`src/psld_pkg.sv`:
```
package psld_pkg;
    // =========================================================
    // Timing
    localparam int PSLD_CLK_NS = 50;
    localparam int PSLD_STRETCH_MS = 170;
    localparam int PSLD_BLINK_MS = 84;
    localparam int PSLD_REFRESH_MS = 42;
    localparam int PSLD_BIT_NS = 80;
    localparam int PSLD_STRETCH_CYC = PSLD_STRETCH_MS * 1000000 / PSLD_CLK_NS;
    localparam int PSLD_BLINK_CYC = PSLD_BLINK_MS * 1000000 / PSLD_CLK_NS;
    localparam int PSLD_REFRESH_CYC = PSLD_REFRESH_MS * 1000000 / PSLD_CLK_NS;
    localparam int PSLD_BIT_CYC = (PSLD_BIT_NS + PSLD_CLK_NS - 1) / PSLD_CLK_NS;
    localparam int PSLD_HALF_CYC = PSLD_BIT_CYC / 2;
    localparam logic [1:0] PSLD_STRAP_WAIT = 2'h2;
    // =========================================================
    // Sizes
    localparam int PSLD_PORTS = 6;
    localparam int PSLD_PAR_PORTS = 5;
    localparam int PSLD_ITEMS = 11;
    localparam int PSLD_POS = 22;
    localparam int PSLD_UNITS = 9;
    localparam int PSLD_LONG_UNITS = 6;
    // =========================================================
    // Registers
    localparam logic [7:0] PSLD_CTRL_OFS = 8'h00;
    localparam logic [7:0] PSLD_ITEM_OFS = 8'h04;
    localparam logic [7:0] PSLD_OVR_OFS = 8'h08;
    localparam logic [7:0] PSLD_STAT_OFS = 8'h0c;
    localparam int PSLD_STR_LSB = 0;
    localparam int PSLD_BLK_LSB = 2;
    localparam int PSLD_REF_LSB = 4;
    localparam int PSLD_PAR_LSB = 6;
    localparam int PSLD_ACTB_BIT = 8;
    localparam logic [8:0] PSLD_CTRL_RST = 9'h001;
    localparam logic [21:0] PSLD_ITEM_RST = 22'h000000;
    localparam logic [29:0] PSLD_OVR_RST = 30'h00000000;
    // =========================================================
    // Items in stream order and default sets per strap mode
    localparam int PSLD_I_COL = 0;
    localparam int PSLD_I_ERR = 1;
    localparam int PSLD_I_DUP = 2;
    localparam int PSLD_I_DUPCOL = 3;
    localparam int PSLD_I_SPD = 4;
    localparam int PSLD_I_LINK = 5;
    localparam int PSLD_I_TX = 6;
    localparam int PSLD_I_RX = 7;
    localparam int PSLD_I_ACT = 8;
    localparam int PSLD_I_LINKRX = 9;
    localparam int PSLD_I_LINKACT = 10;
    localparam logic [10:0] PSLD_ITEMS_M0 = 11'h41a;
    localparam logic [10:0] PSLD_ITEMS_M1 = 11'h257;
    localparam logic [10:0] PSLD_ITEMS_M2 = 11'h137;
    localparam logic [10:0] PSLD_ITEMS_M3 = 11'h0f7;
    localparam logic [1:0] PSLD_IM_OFF = 2'h0;
    localparam logic [1:0] PSLD_IM_SINGLE = 2'h1;
    localparam logic [1:0] PSLD_OV_NONE = 2'h0;
    localparam logic [1:0] PSLD_OV_ON = 2'h1;
    localparam logic [1:0] PSLD_OV_OFF = 2'h2;
    localparam logic [2:0] PSLD_AGE_IDLE = 3'h7;
    localparam logic [2:0] PSLD_SHORT_LIM = 3'h2;
    // =========================================================
    // Types
    typedef struct packed {
        logic link;
        logic spd100;
        logic fdx;
        logic col;
        logic tx;
        logic rx;
        logic rxer;
        logic fcar;
        logic jab;
        logic fifo;
    } psld_phy_t;
    typedef enum logic {PSLD_IDLE, PSLD_SHIFT} psld_state_t;
endpackage : psld_pkg

```
`src/psld_top.sv`:
```
// Summary of operation
// - Collision pin low on collision, stretched 170 ms.
// - Error pin low on jabber, rx error, false carrier, FIFO fault; 170 ms.
// - Duplex low for full, high for half.
// - Duplex/collision shows duplex, blinks 84 ms on collisions.
// - Speed low at 100 Mbps, high at 10 Mbps.
// - Link low when up, high when down.
// - Transmit, receive, activity low when active, stretched 170 ms.
// - Link/receive shows link, blinks 84 ms on receive.
// - Activity blink variant high when idle, blinks on traffic.
// - Serial link/activity shows link, blinks on 170 ms traffic.
// - Serial link has data, strobe, clock; strap picks four modes.
// - Serial items start single or off from strap; software sets off, single or dual.
// - Single item: same data both positions, strobe over 100 only.
// - Dual item: separate data, strobe over both; off item: none.
// - Stream refreshed at programmable interval, default 42 ms.
// - Shifting pauses after each update; outer register holds.
// - Default serial item sets per strap mode.
// - Bits follow serial clock, at least 80 ns; port 5 first.
// - Items in fixed order, 100 position before 10 position.
// - Dual error splits faults per speed.
// - Dual speed positions low at their own speed.
// - Dual positions low when condition holds at that speed.
// - Parallel pins by strap mode.
// - Software forces parallel pins on, off or blinking.
// - Stretch and blink programmable, defaults 170-340 ms and 84 ms.
//
// The placing of the registers and the APB slave port were decided locally.
`timescale 1ns/10ps
module psld_top
    import psld_pkg::*;
#(
    parameter int STRETCH_CYC = PSLD_STRETCH_CYC,
    parameter int BLINK_CYC = PSLD_BLINK_CYC,
    parameter int REFRESH_CYC = PSLD_REFRESH_CYC
) (
    // Clock and reset.
    input wire logic pclk,
    input wire logic presetn,
    // APB slave.
    input wire logic psel,
    input wire logic penable,
    input wire logic pwrite,
    input wire logic [7:0] paddr,
    input wire logic [31:0] pwdata,
    output logic [31:0] prdata,
    output logic pready,
    output logic pslverr,
    // Strap and port status.
    input wire logic [1:0] mode_strap,
    input wire psld_phy_t [PSLD_PORTS-1:0] phy_status,
    // Parallel indicator pins, low means lit.
    output logic [PSLD_PAR_PORTS-1:0] port_indicator_pin_a,
    output logic [PSLD_PAR_PORTS-1:0] port_indicator_pin_b,
    output logic [PSLD_PAR_PORTS-1:0] port_indicator_pin_c,
    // Serial indicator link.
    output logic serial_indicator_data,
    output logic serial_indicator_strobe,
    output logic serial_indicator_clock
);

    // =========================================================
    // Functions
    function automatic logic [21:0] expand(input logic [1:0] m);
        logic [10:0] s;
        logic [21:0] r;
        s = (m == 2'h0) ? PSLD_ITEMS_M0 : (m == 2'h1) ? PSLD_ITEMS_M1 :
            (m == 2'h2) ? PSLD_ITEMS_M2 : PSLD_ITEMS_M3;
        r = '0;
        for (int i = 0; i < PSLD_ITEMS; i++) begin
            r[2*i +: 2] = s[i] ? PSLD_IM_SINGLE : PSLD_IM_OFF;
        end
        return r;
    endfunction : expand

    function automatic logic force_pin(input logic [1:0] ov, input logic v,
                                       input logic blk);
        return (ov == PSLD_OV_NONE) ? v : (ov == PSLD_OV_ON) ? 1'b0 :
               (ov == PSLD_OV_OFF) ? 1'b1 : blk;
    endfunction : force_pin

    // =========================================================
    // Input synchronisers
    psld_phy_t [PSLD_PORTS-1:0] phy_m_r;
    psld_phy_t [PSLD_PORTS-1:0] phy_s_r;
    logic [1:0] strap_m_r;
    logic [1:0] strap_s_r;
    always_ff @(posedge pclk or negedge presetn) begin
        if (!presetn) begin
            phy_m_r <= '0;
            phy_s_r <= '0;
            strap_m_r <= 2'h0;
            strap_s_r <= 2'h0;
        end else begin
            phy_m_r <= phy_status;
            phy_s_r <= phy_m_r;
            strap_m_r <= mode_strap;
            strap_s_r <= strap_m_r;
        end
    end

    // =========================================================
    // Registers
    logic [8:0] ctrl_r;
    logic [21:0] item_r;
    logic [29:0] ovr_r;
    logic [31:0] prdata_r;
    logic [1:0] strap_cnt_r;
    logic loaded_r;
    psld_state_t state_r;
    logic [5:0] links;
    wire [1:0] str_set = ctrl_r[PSLD_STR_LSB +: 2];
    wire [1:0] blk_set = ctrl_r[PSLD_BLK_LSB +: 2];
    wire [1:0] ref_set = ctrl_r[PSLD_REF_LSB +: 2];
    wire [1:0] par_mode = ctrl_r[PSLD_PAR_LSB +: 2];
    wire act_blink = ctrl_r[PSLD_ACTB_BIT];
    wire sel_ctrl = paddr == PSLD_CTRL_OFS;
    wire sel_item = paddr == PSLD_ITEM_OFS;
    wire sel_ovr = paddr == PSLD_OVR_OFS;
    wire sel_stat = paddr == PSLD_STAT_OFS;
    wire mapped = sel_ctrl | sel_item | sel_ovr | sel_stat;
    wire wr = psel & penable & pwrite & mapped;
    wire strap_load = !loaded_r && strap_cnt_r == PSLD_STRAP_WAIT;
    wire busy = state_r == PSLD_SHIFT;
    wire [31:0] rd_mux = sel_ctrl ? 32'(ctrl_r) : sel_item ? 32'(item_r) :
        sel_ovr ? 32'(ovr_r) :
        sel_stat ? 32'({links, 4'h0, busy, loaded_r, strap_s_r}) : 32'h0;
    assign pready = 1'b1;
    assign pslverr = psel & penable & ~mapped;
    assign prdata = prdata_r;
    always_ff @(posedge pclk or negedge presetn) begin
        if (!presetn) begin
            ctrl_r <= PSLD_CTRL_RST;
            item_r <= PSLD_ITEM_RST;
            ovr_r <= PSLD_OVR_RST;
            strap_cnt_r <= 2'h0;
            loaded_r <= 1'b0;
            prdata_r <= 32'h0;
        end else begin
            prdata_r <= (psel & ~penable) ? rd_mux : prdata_r;
            strap_cnt_r <= loaded_r ? strap_cnt_r : strap_cnt_r + 2'h1;
            if (strap_load) begin
                ctrl_r[PSLD_PAR_LSB +: 2] <= strap_s_r;
                item_r <= expand(strap_s_r);
                loaded_r <= 1'b1;
            end else if (wr && sel_ctrl) begin
                ctrl_r <= pwdata[8:0];
            end else if (wr && sel_item) begin
                item_r <= pwdata[21:0];
            end else if (wr && sel_ovr) begin
                ovr_r <= pwdata[29:0];
            end
        end
    end

    // =========================================================
    // Stretch, blink and refresh timers
    logic [23:0] str_cnt_r;
    logic [23:0] blk_cnt_r;
    logic [23:0] ref_cnt_r;
    logic blink_r;
    wire [23:0] blk_lim = 24'(BLINK_CYC * (int'(blk_set) + 1) - 1);
    wire [23:0] ref_lim = 24'(REFRESH_CYC * (int'(ref_set) + 1) - 1);
    wire str_tick = str_cnt_r >= 24'(STRETCH_CYC - 1);
    wire blk_tick = blk_cnt_r >= blk_lim;
    wire ref_tick = ref_cnt_r >= ref_lim;
    wire [2:0] str_lim = {str_set, 1'b0};
    always_ff @(posedge pclk or negedge presetn) begin
        if (!presetn) begin
            str_cnt_r <= 24'h0;
            blk_cnt_r <= 24'h0;
            ref_cnt_r <= 24'h0;
            blink_r <= 1'b0;
        end else begin
            str_cnt_r <= str_tick ? 24'h0 : str_cnt_r + 24'h1;
            blk_cnt_r <= blk_tick ? 24'h0 : blk_cnt_r + 24'h1;
            ref_cnt_r <= ref_tick ? 24'h0 : ref_cnt_r + 24'h1;
            blink_r <= blink_r ^ blk_tick;
        end
    end

    // =========================================================
    // Per-port status, stretching and encoding
    logic [PSLD_POS-1:0] pdat [PSLD_PORTS];
    logic [PSLD_POS-1:0] pen [PSLD_PORTS];
    logic [PSLD_PAR_PORTS-1:0][2:0] pin_nxt;
    logic [PSLD_PAR_PORTS-1:0][2:0] pin_r;
    for (genvar p = 0; p < PSLD_PORTS; p++) begin : g_port
        psld_phy_t s;
        logic [8:0] ev;
        logic [8:0] st;
        logic [10:0] sv;
        logic [10:0] d100;
        logic [10:0] d10;
        assign s = phy_s_r[p];
        assign links[p] = s.link;
        assign ev = {s.tx | s.rx, s.rx, s.col, s.tx | s.rx, s.rx, s.tx,
                     s.jab | (s.fifo & ~s.spd100),
                     s.rxer | s.fcar | (s.fifo & s.spd100), s.col};
        for (genvar u = 0; u < PSLD_UNITS; u++) begin : g_unit
            logic [2:0] age_r;
            logic [2:0] age_nxt;
            wire tick = (u < PSLD_LONG_UNITS) ? str_tick : blk_tick;
            wire [2:0] lim = (u < PSLD_LONG_UNITS) ? str_lim : PSLD_SHORT_LIM;
            wire held = age_r != PSLD_AGE_IDLE;
            wire done = lim == 3'h0 || (tick && age_r + 3'h1 >= lim);
            assign age_nxt = ev[u] ? 3'h0 : !held ? age_r :
                done ? PSLD_AGE_IDLE : tick ? age_r + 3'h1 : age_r;
            assign st[u] = ev[u] | held;
            always_ff @(posedge pclk or negedge presetn) begin
                if (!presetn) begin
                    age_r <= PSLD_AGE_IDLE;
                end else begin
                    age_r <= age_nxt;
                end
            end
        end
        // Single-mode values, low means lit.
        assign sv[PSLD_I_COL] = ~st[0];
        assign sv[PSLD_I_ERR] = ~(st[1] | st[2]);
        assign sv[PSLD_I_DUP] = ~s.fdx;
        assign sv[PSLD_I_DUPCOL] = st[6] ? blink_r : ~s.fdx;
        assign sv[PSLD_I_SPD] = ~s.spd100;
        assign sv[PSLD_I_LINK] = ~s.link;
        assign sv[PSLD_I_TX] = ~st[3];
        assign sv[PSLD_I_RX] = ~st[4];
        assign sv[PSLD_I_ACT] = ~st[5];
        assign sv[PSLD_I_LINKRX] = st[7] ? blink_r : ~s.link;
        assign sv[PSLD_I_LINKACT] = st[5] ? blink_r : ~s.link;
        for (genvar i = 0; i < PSLD_ITEMS; i++) begin : g_item
            wire dual = item_r[2*i+1];
            assign d100[i] = (i == PSLD_I_ERR) ? ~st[1] :
                (i == PSLD_I_SPD) ? ~s.spd100 :
                s.spd100 ? sv[i] : 1'b1;
            assign d10[i] = (i == PSLD_I_ERR) ? ~st[2] :
                (i == PSLD_I_SPD) ? s.spd100 :
                s.spd100 ? 1'b1 : sv[i];
            assign pdat[p][2*i] = dual ? d100[i] : sv[i];
            assign pdat[p][2*i+1] = dual ? d10[i] : sv[i];
            assign pen[p][2*i] = item_r[2*i +: 2] != PSLD_IM_OFF;
            assign pen[p][2*i+1] = dual;
        end
        if (p < PSLD_PAR_PORTS) begin : g_par
            logic [2:0] pv;
            wire actb = st[8] ? blink_r : 1'b1;
            wire actv = act_blink ? actb : sv[PSLD_I_ACT];
            assign pv = (par_mode == 2'h0) ?
                    {sv[PSLD_I_LINK], sv[PSLD_I_RX], sv[PSLD_I_TX]} :
                (par_mode == 2'h1) ?
                    {sv[PSLD_I_LINK], actv, sv[PSLD_I_SPD]} :
                (par_mode == 2'h2) ?
                    {sv[PSLD_I_LINKRX], sv[PSLD_I_TX], sv[PSLD_I_SPD]} :
                    {sv[PSLD_I_LINKACT], sv[PSLD_I_DUPCOL], sv[PSLD_I_SPD]};
            for (genvar j = 0; j < 3; j++) begin : g_pin
                assign pin_nxt[p][j] =
                    force_pin(ovr_r[(p*3+j)*2 +: 2], pv[j], blink_r);
            end
            assign port_indicator_pin_a[p] = pin_r[p][0];
            assign port_indicator_pin_b[p] = pin_r[p][1];
            assign port_indicator_pin_c[p] = pin_r[p][2];
        end
    end

    always_ff @(posedge pclk or negedge presetn) begin
        if (!presetn) begin
            pin_r <= '1;
        end else begin
            pin_r <= pin_nxt;
        end
    end

    // =========================================================
    // Serial stream
    logic [2:0] port_r;
    logic [4:0] pos_r;
    logic [3:0] bit_cnt_r;
    logic data_r;
    logic ena_r;
    logic clk_r;
    wire d_cur = pdat[port_r][pos_r];
    wire en_cur = pen[port_r][pos_r];
    wire bit_end = bit_cnt_r == 4'(PSLD_BIT_CYC - 1);
    wire last_bit = pos_r == 5'(PSLD_POS - 1);
    wire start = state_r == PSLD_IDLE && ref_tick && loaded_r;
    assign serial_indicator_data = data_r;
    assign serial_indicator_strobe = ena_r;
    assign serial_indicator_clock = clk_r;
    always_ff @(posedge pclk or negedge presetn) begin
        if (!presetn) begin
            state_r <= PSLD_IDLE;
            port_r <= 3'h0;
            pos_r <= 5'h0;
            bit_cnt_r <= 4'h0;
            data_r <= 1'b0;
            ena_r <= 1'b0;
            clk_r <= 1'b0;
        end else if (state_r == PSLD_IDLE) begin
            data_r <= 1'b0;
            ena_r <= 1'b0;
            clk_r <= 1'b0;
            bit_cnt_r <= 4'h0;
            pos_r <= 5'h0;
            port_r <= 3'(PSLD_PORTS - 1);
            state_r <= start ? PSLD_SHIFT : PSLD_IDLE;
        end else begin
            if (bit_cnt_r == 4'h0) begin
                data_r <= d_cur;
                ena_r <= en_cur;
            end
            clk_r <= bit_cnt_r >= 4'(PSLD_HALF_CYC);
            bit_cnt_r <= bit_end ? 4'h0 : bit_cnt_r + 4'h1;
            if (bit_end) begin
                pos_r <= last_bit ? 5'h0 : pos_r + 5'h1;
                port_r <= last_bit ? port_r - 3'h1 : port_r;
                if (last_bit && port_r == 3'h0) begin
                    state_r <= PSLD_IDLE;
                end
            end
        end
    end

    wire sh0 = busy && bit_cnt_r == 4'h0 && !pos_r[0];
    wire [1:0] cur_mode = item_r[2*(pos_r >> 1) +: 2];
endmodule : psld_top

```
`config.mk`:
```
export PLATFORM = sky130hd
export DESIGN_NAME = psld_top
export DESIGN_NICKNAME = d
export VERILOG_FILES = /design/src/psld_pkg.sv /design/src/psld_top.sv
export SDC_FILE = /design/constraint.sdc
export NUM_CORES = 1
export LEC_CHECK = 0
export BUFFER_PORTS_ARGS = -buffer_cell sky130_fd_sc_hd__clkbuf_2
export CORE_ASPECT_RATIO = 1.1
export CORE_MARGIN = 1
export CORE_UTILIZATION = 56
export DETAILED_ROUTE_END_ITERATION = 8
export HOLD_SLACK_MARGIN = 0.08
export MAX_ROUTING_LAYER = met4
export PLACE_DENSITY_LB_ADDON = 0.3
export SYNTH_ARGS = -nofsm -noshare
export SYNTH_HDL_FRONTEND = slang
export SYNTH_SLANG_ARGS = --single-unit
```
`constraint.sdc`:
```
create_clock -name pclk -period 3 [get_ports pclk]
set_input_delay 0.3 -clock pclk [delete_from_list [all_inputs] [get_ports pclk]]
set_output_delay 0.3 -clock pclk [all_outputs]
set_load 0.02 [all_outputs]
```
# Word level (Yosys, flattened, before mapping)
# Cells that the tools add are included.
# op_classes
shift,0
div,0
mul,2
add_sub_neg,64
bitwise_logic,171
n_mux,587
reduce_logical,294
eq_ne,97
magnitude_cmp,59
# ops
operator,n
$mux W3,230
$mux W1,329
$add A3 B1 Y3 const B,53
$ne A3 B3 Y1 const B,53
$reduce_bool A3 Y1,53
$mux W22,7
$bmux W22 S3,2
$reduce_bool A2 Y1,66
$reduce_and A2 Y1,56
$ge A3 B3 Y1,36
$mux W30,3
$or A1 B1 Y1,86
$add A24 B1 Y24 const B,3
$mux W24,3
$not A1 Y1,66
$logic_and A1 B1 Y1,60
$ge A3 B2 Y1 const B,17
$ge A24 B24 Y1,2
$eq A2 B2 Y1 const B,18
$logic_or A1 B1 Y1,36
$eq A2 B1 Y1 const B,17
$logic_not A2 Y1,17
$mul A14 B3 Y17 const A,2
$ge A24 B22 Y1 const B,1
33 further kinds,58
# totals
latch_bits,0
elab_cells,1472
n_memories,0
romBits,0
ramBits,0
regBits,483
input_bits,107
out_inout_bits,52

# Logic depth before layout (Yosys ltp)
# logic_depth
word_depth,14
depth_mapped,15
mapped_depth_nobuf,14

# Worst setup path before layout
# No wires, ideal clock.
# synth_timing
path_kind,flip-flop to flip-flop
startpoint,register ctrl_r[4]
endpoint,register ref_cnt_r[10]
n_path_buf,1
path_slack_ps,-150
period_less_slack_ps,3150
setup_ps,72
arrival_time_ps,3078
required_time_ps,2928
stages_incl_launch_ff,16
cell_sequence,dfrtp_1 -> inv_1 -> ha_1 -> xnor2_1 -> ha_1 -> and3_1 -> a211oi_1 -> nor2b_1 -> xnor2_1 -> ha_1 -> a21o_1 -> a21o_1 -> a21oi_1 -> o21ai_1 -> clkbuf_1 -> nor2_1
# synth_between
elab_chain_len,5
# synth_lines
element,line,rtl
from (decl),psld_top.sv:104,logic [8:0] ctrl_r;
"from (signal, indexed assignment)",psld_top.sv:143,ctrl_r[PSLD_PAR_LSB +: 2] <= strap_s_r;
from (signal assigned),psld_top.sv:147,ctrl_r <= pwdata[8:0];
$add A2 B1 Y3,psld_top.sv:163,wire [23:0] ref_lim = 24'(REFRESH_CYC * (int'(ref_set) + 1) - 1);
$mul A14 B3 Y17,psld_top.sv:163,
$sub A23 B1 Y24,psld_top.sv:163,
$ge A24 B24 Y1,psld_top.sv:166,wire ref_tick = ref_cnt_r >= ref_lim;
$mux W24,psld_top.sv:177,ref_cnt_r <= ref_tick ? 24'h0 : ref_cnt_r + 24'h1;
to (signal assigned),psld_top.sv:177,
to (decl),psld_top.sv:160,logic [23:0] ref_cnt_r;
# Every way passes these cells.
# A chain may end at the register's enable or synchronous reset.

# Final worst setup path
# layout_timing
startpoint,register ctrl_r[2]
endpoint,register g_port[2].g_unit[8].age_r[0]
# layout_between
elab_chain_len,8
elab_cells_between_ends,10
classes_between,2 x add/sub; 1 x mul; 1 x order compare; 3 x mux; 3 x reduce/logical
# layout_lines
element,line,rtl
$add A2 B1 Y3 *,psld_top.sv:162,wire [23:0] blk_lim = 24'(BLINK_CYC * (int'(blk_set) + 1) - 1);
$mul A14 B3 Y17 *,psld_top.sv:162,
$sub A24 B1 Y24 *,psld_top.sv:162,
$ge A24 B24 Y1 *,psld_top.sv:165,wire blk_tick = blk_cnt_r >= blk_lim;
$logic_and A1 B1 Y1,psld_top.sv:206,wire done = lim == 3'h0 || (tick && age_r + 3'h1 >= lim);
$mux W3,psld_top.sv:208,done ? PSLD_AGE_IDLE : tick ? age_r + 3'h1 : age_r;
$mux W3 (2 in series),psld_top.sv:207,assign age_nxt = ev[u] ? 3'h0 : !held ? age_r :
to (signal assigned),psld_top.sv:214,age_r <= age_nxt;
to (decl),psld_top.sv:201,logic [2:0] age_r;
# Every way passes the cells marked *; elsewhere a longest branch is shown, timed or not. The select of a mux whose other input is x is not followed.

==> impl_metrics.json <==
{
  "status": "finished with violations",
  "failed_checks": "design-rule violations, negative setup slack",
  "fin_crit_sh_pct": 101,
  "synth_async_sr_flop_share_pct": 100,
  "worst_slack_ps": -27.7,
  "dr.first_iter.drc_count": 1842,
  "power_density_mw_per_mm2": 513,
  "fillers": 3383,
  "n_antenna_cell": 0,
  "power.internal_mw": 11.8,
  "postLayoutCoreUtil_pct": 67.9,
  "pre_cts_ws_ps": -216,
  "p_leak_nw": 14.3,
  "power_mw": 15.9,
  "cp_slowest_cell": "dfrtp_2",
  "cts_buffer_depth": 3,
  "core_area_mm2": 0.0456,
  "setup_violations": 2,
  "synthDominantCellAreaShare_pct": 29.6,
  "hpwlAfterDp_mm": 48.9,
  "grt_setup_unrepaired": "yes",
  "numCtsBuffers": 52,
  "ir_drop_uv": 593,
  "die_area_mm2": 0.0470,
  "drc": 3,
  "start_util_pct": 56.7,
  "via_per_inst": 6.21,
  "synthFlopType": "dfrtp_1",
  "path_clk_slew_ps": 70,
  "period_minus_slack_ps": 3030,
  "slew_viol_final": 0,
  "synth_edf_count": 0,
  "critPathCaptureType": "register",
  "cts_tree": "done",
  "vias": 21046,
  "worst_pin_slew_ps": 724,
  "die_h_um": 227,
  "yosysSeqAreaShare_pct": 47.4,
  "ys_seq_elements": 481,
  "grt_max_degree": 94,
  "slowest_delay_ps": 430,
  "synth.most_common_cell": "dfrtp_1",
  "sequentialPowerShare_pct": 46.0,
  "root_buffer": "clkbuf_16",
  "setup.worst_path.class": "register to register",
  "hold_viol_final": 0,
  "crit_fanout": 7,
  "ios": 159,
  "ys_warn_count": 0,
  "cp.arrival_ps": 3560,
  "fmax_ghz": 0.330,
  "drtAntennaViolNets": 0,
  "drive_above_1_share_pct": 24.9,
  "die_x_um": 207,
  "yosysTopAreaCell": "dfrtp_1",
  "skew_ps": 28.4,
  "hold_path.class": "input pin to register",
  "portBuffers": 153,
  "switchingPower_mw": 4.08,
  "grt_pass1_vias": 21422,
  "comb_power_share_pct": 12.2,
  "gp_congestion": 0.965,
  "fin_nets": 3117,
  "h-tree-depth": 2,
  "synthTopCellsByArea": "dfrtp_1 (30%), dfstp_2 (18%), ha_1 (12%), nand2_1 (3.3%), nor2_1 (3.0%)",
  "yosys-top-cells-count": "dfrtp_1 (306), ha_1 (254), nand2_1 (228)",
  "wire_per_inst_um": 21.1,
  "antenna_found_initial": 1,
  "worstSetupStartpointType": "register",
  "p_sw_share_pct": 25.7,
  "cp_data_required_time_ps": 3530,
  "cp_cell_sequence": "inv_2 > ha_4 > xnor2_2 > ha_2 > a31oi_2 > ha_1 > nand4_1 > nor3_2 > o211ai_1 > buf_4 > and2_4 > buf_16 > or3_4 > a21boi_2",
  "synth_area_per_cell_um2": 10.5,
  "synthCells": 2456,
  "whs_ps": 202,
  "insertion_delay_ps": 600,
  "cts.sinks": 481,
  "drt-total-wl_mm": 71.5,
  "grt.total_usage_pct": 31.5,
  "synth_cell_types": 71,
  "rows": 82,
  "p_clk_share_pct": 41.8,
  "grt_first_pass_wirelength_mm": 112,
  "synth_area_mm2": 0.0258,
  "max-cap-violations": 0,
  "area_growth_pct": 19.7,
  "slew_headroom_pct": 51.7,
  "overflow": 0,
  "first_pass_iters": 9
}
-- stage by stage --
stage / cell area (um2) / cells / TNS, ps
final: 30900 / 3388 / -41.8
after global routing: 30900 / 3388 / -1600
after CTS: 30700 / 3379 / 0
after detailed placement: 27700 / 3184 / -3190
after global placement: 27700 / 3184 / -207
after floorplan: 25900 / 2460 / 0
-- power by group through the flow --
stage | clock network [mW] | registers, mW | logic [mW]
after floorplan | 0 | 7.29 | 1.19
after global placement | 0 | 7.36 | 1.65
after detailed placement | 0 | 7.38 | 1.80
after CTS | 6.74 | 7.29 | 1.92
after global routing | 6.97 | 7.33 | 2.17
final | 6.63 | 7.30 | 1.94
-- cells in the final DEF (no fill, tap or decap), types with 86 or more instances in the layout --
cell type      instances
inv_1                129
dlygate4sd3_1         93
buf_4                 86
dfstp_2              175
dfrtp_1              302
a21oi_1               97
ha_1                 249
nor2_1               199
clkbuf_2             152
nand2_1              227
-- worst max-delay path: cells and delay by family (launching register included) --
family	cells	cell delay, ps
AND/OR/NAND/NOR	4	850
buffers and inverters	3	410
XOR/XNOR	1	190
AO/OA/AOI/OAI	3	350
adder cells (fa/ha/maj)	3	730
flip-flops	1	430
-- layer usage --
metal  GRT usage (%)  share of wire (%)  vias up
li1                -                  -     9560
met1            38.8                 39    10357
met2            50.7                 49      879
met3            3.88                6.5      250
met4            16.6                5.4        0
met5               -                  0        -
-- state kept, by name, summed over array words and instances (netlist names), 2 cells and up --
name                  count
bit_cnt_r                 4
g_port.ev                18
pos_r                     5
g_port.d10                6
ref_cnt_r                24
ovr_r                    30
port_indicator_pin_b      5
prdata                   30
g_port.s                 36
str_cnt_r                24
strap_s_r                 2
blk_cnt_r                24
g_port.g_unit.age_r     159
phy_m_r                  60
ctrl_r                    9
strap_cnt_r               2
port_r                    3
strap_m_r                 2
item_r                   22
port_indicator_pin_c      5
port_indicator_pin_a      5
-- cell families (layout without fill, tap and decap cells) --
family | count (synthesis) | after routing | synth area share [%]
DFF | 481 | 481 | 47.4
xor gates and xnor gates | 82 | 82 | 2.78
and+or+nand+nor | 750 | 750 | 13.6
buffers and inverters | 240 | 580 | 3.70
muxes | 76 | 76 | 3.68
other | 2 | 6 | 0.0291
AOI/OAI and AO/OA | 571 | 571 | 16.5
adders and majority gates | 254 | 254 | 12.3
-- worst paths after layout --
check	start	endpoint	slack (ps)	depth (start not counted)
setup / recovery	ctrl_r[2]	g_port[2].g_unit[8].age_r[0]	-30	14
max in group asynchronous	presetn	str_cnt_r[16]	1740	3
min in group asynchronous	presetn	phy_m_r[36]	260	2
hold reg to reg	phy_m_r[55]	g_port[5].ev[3]	350	0
hold / removal	paddr[2]	prdata[11]	200	3
setup reg to reg	ctrl_r[2]	g_port[2].g_unit[8].age_r[0]	-30	14
-- what timing repair did --
action / in CTS / in global routing
buffers inserted: 2 / 9
hold endpoints to repair: 173 / 0
pin swaps: 11 / 20
resized for setup: 31 / 47
gates cloned: 2 / 0
hold buffers: 93 / 0
endpoints found under the setup margin: 87 / 95
-- cell type report --
type | count | area, um2 | share of cell area, %
multi-input combinational | 1739 | 13000 | 42.0
clock buffer | 72 | 1520 | 4.91
timing repair buffer | 347 | 2660 | 8.61
clock inverter | 26 | 277 | 0.894
sequential | 481 | 12300 | 39.6
inverter | 135 | 507 | 1.64
tap | 588 | 736 | 2.38
No activity file was read; power rests on OpenSTA's default activity.
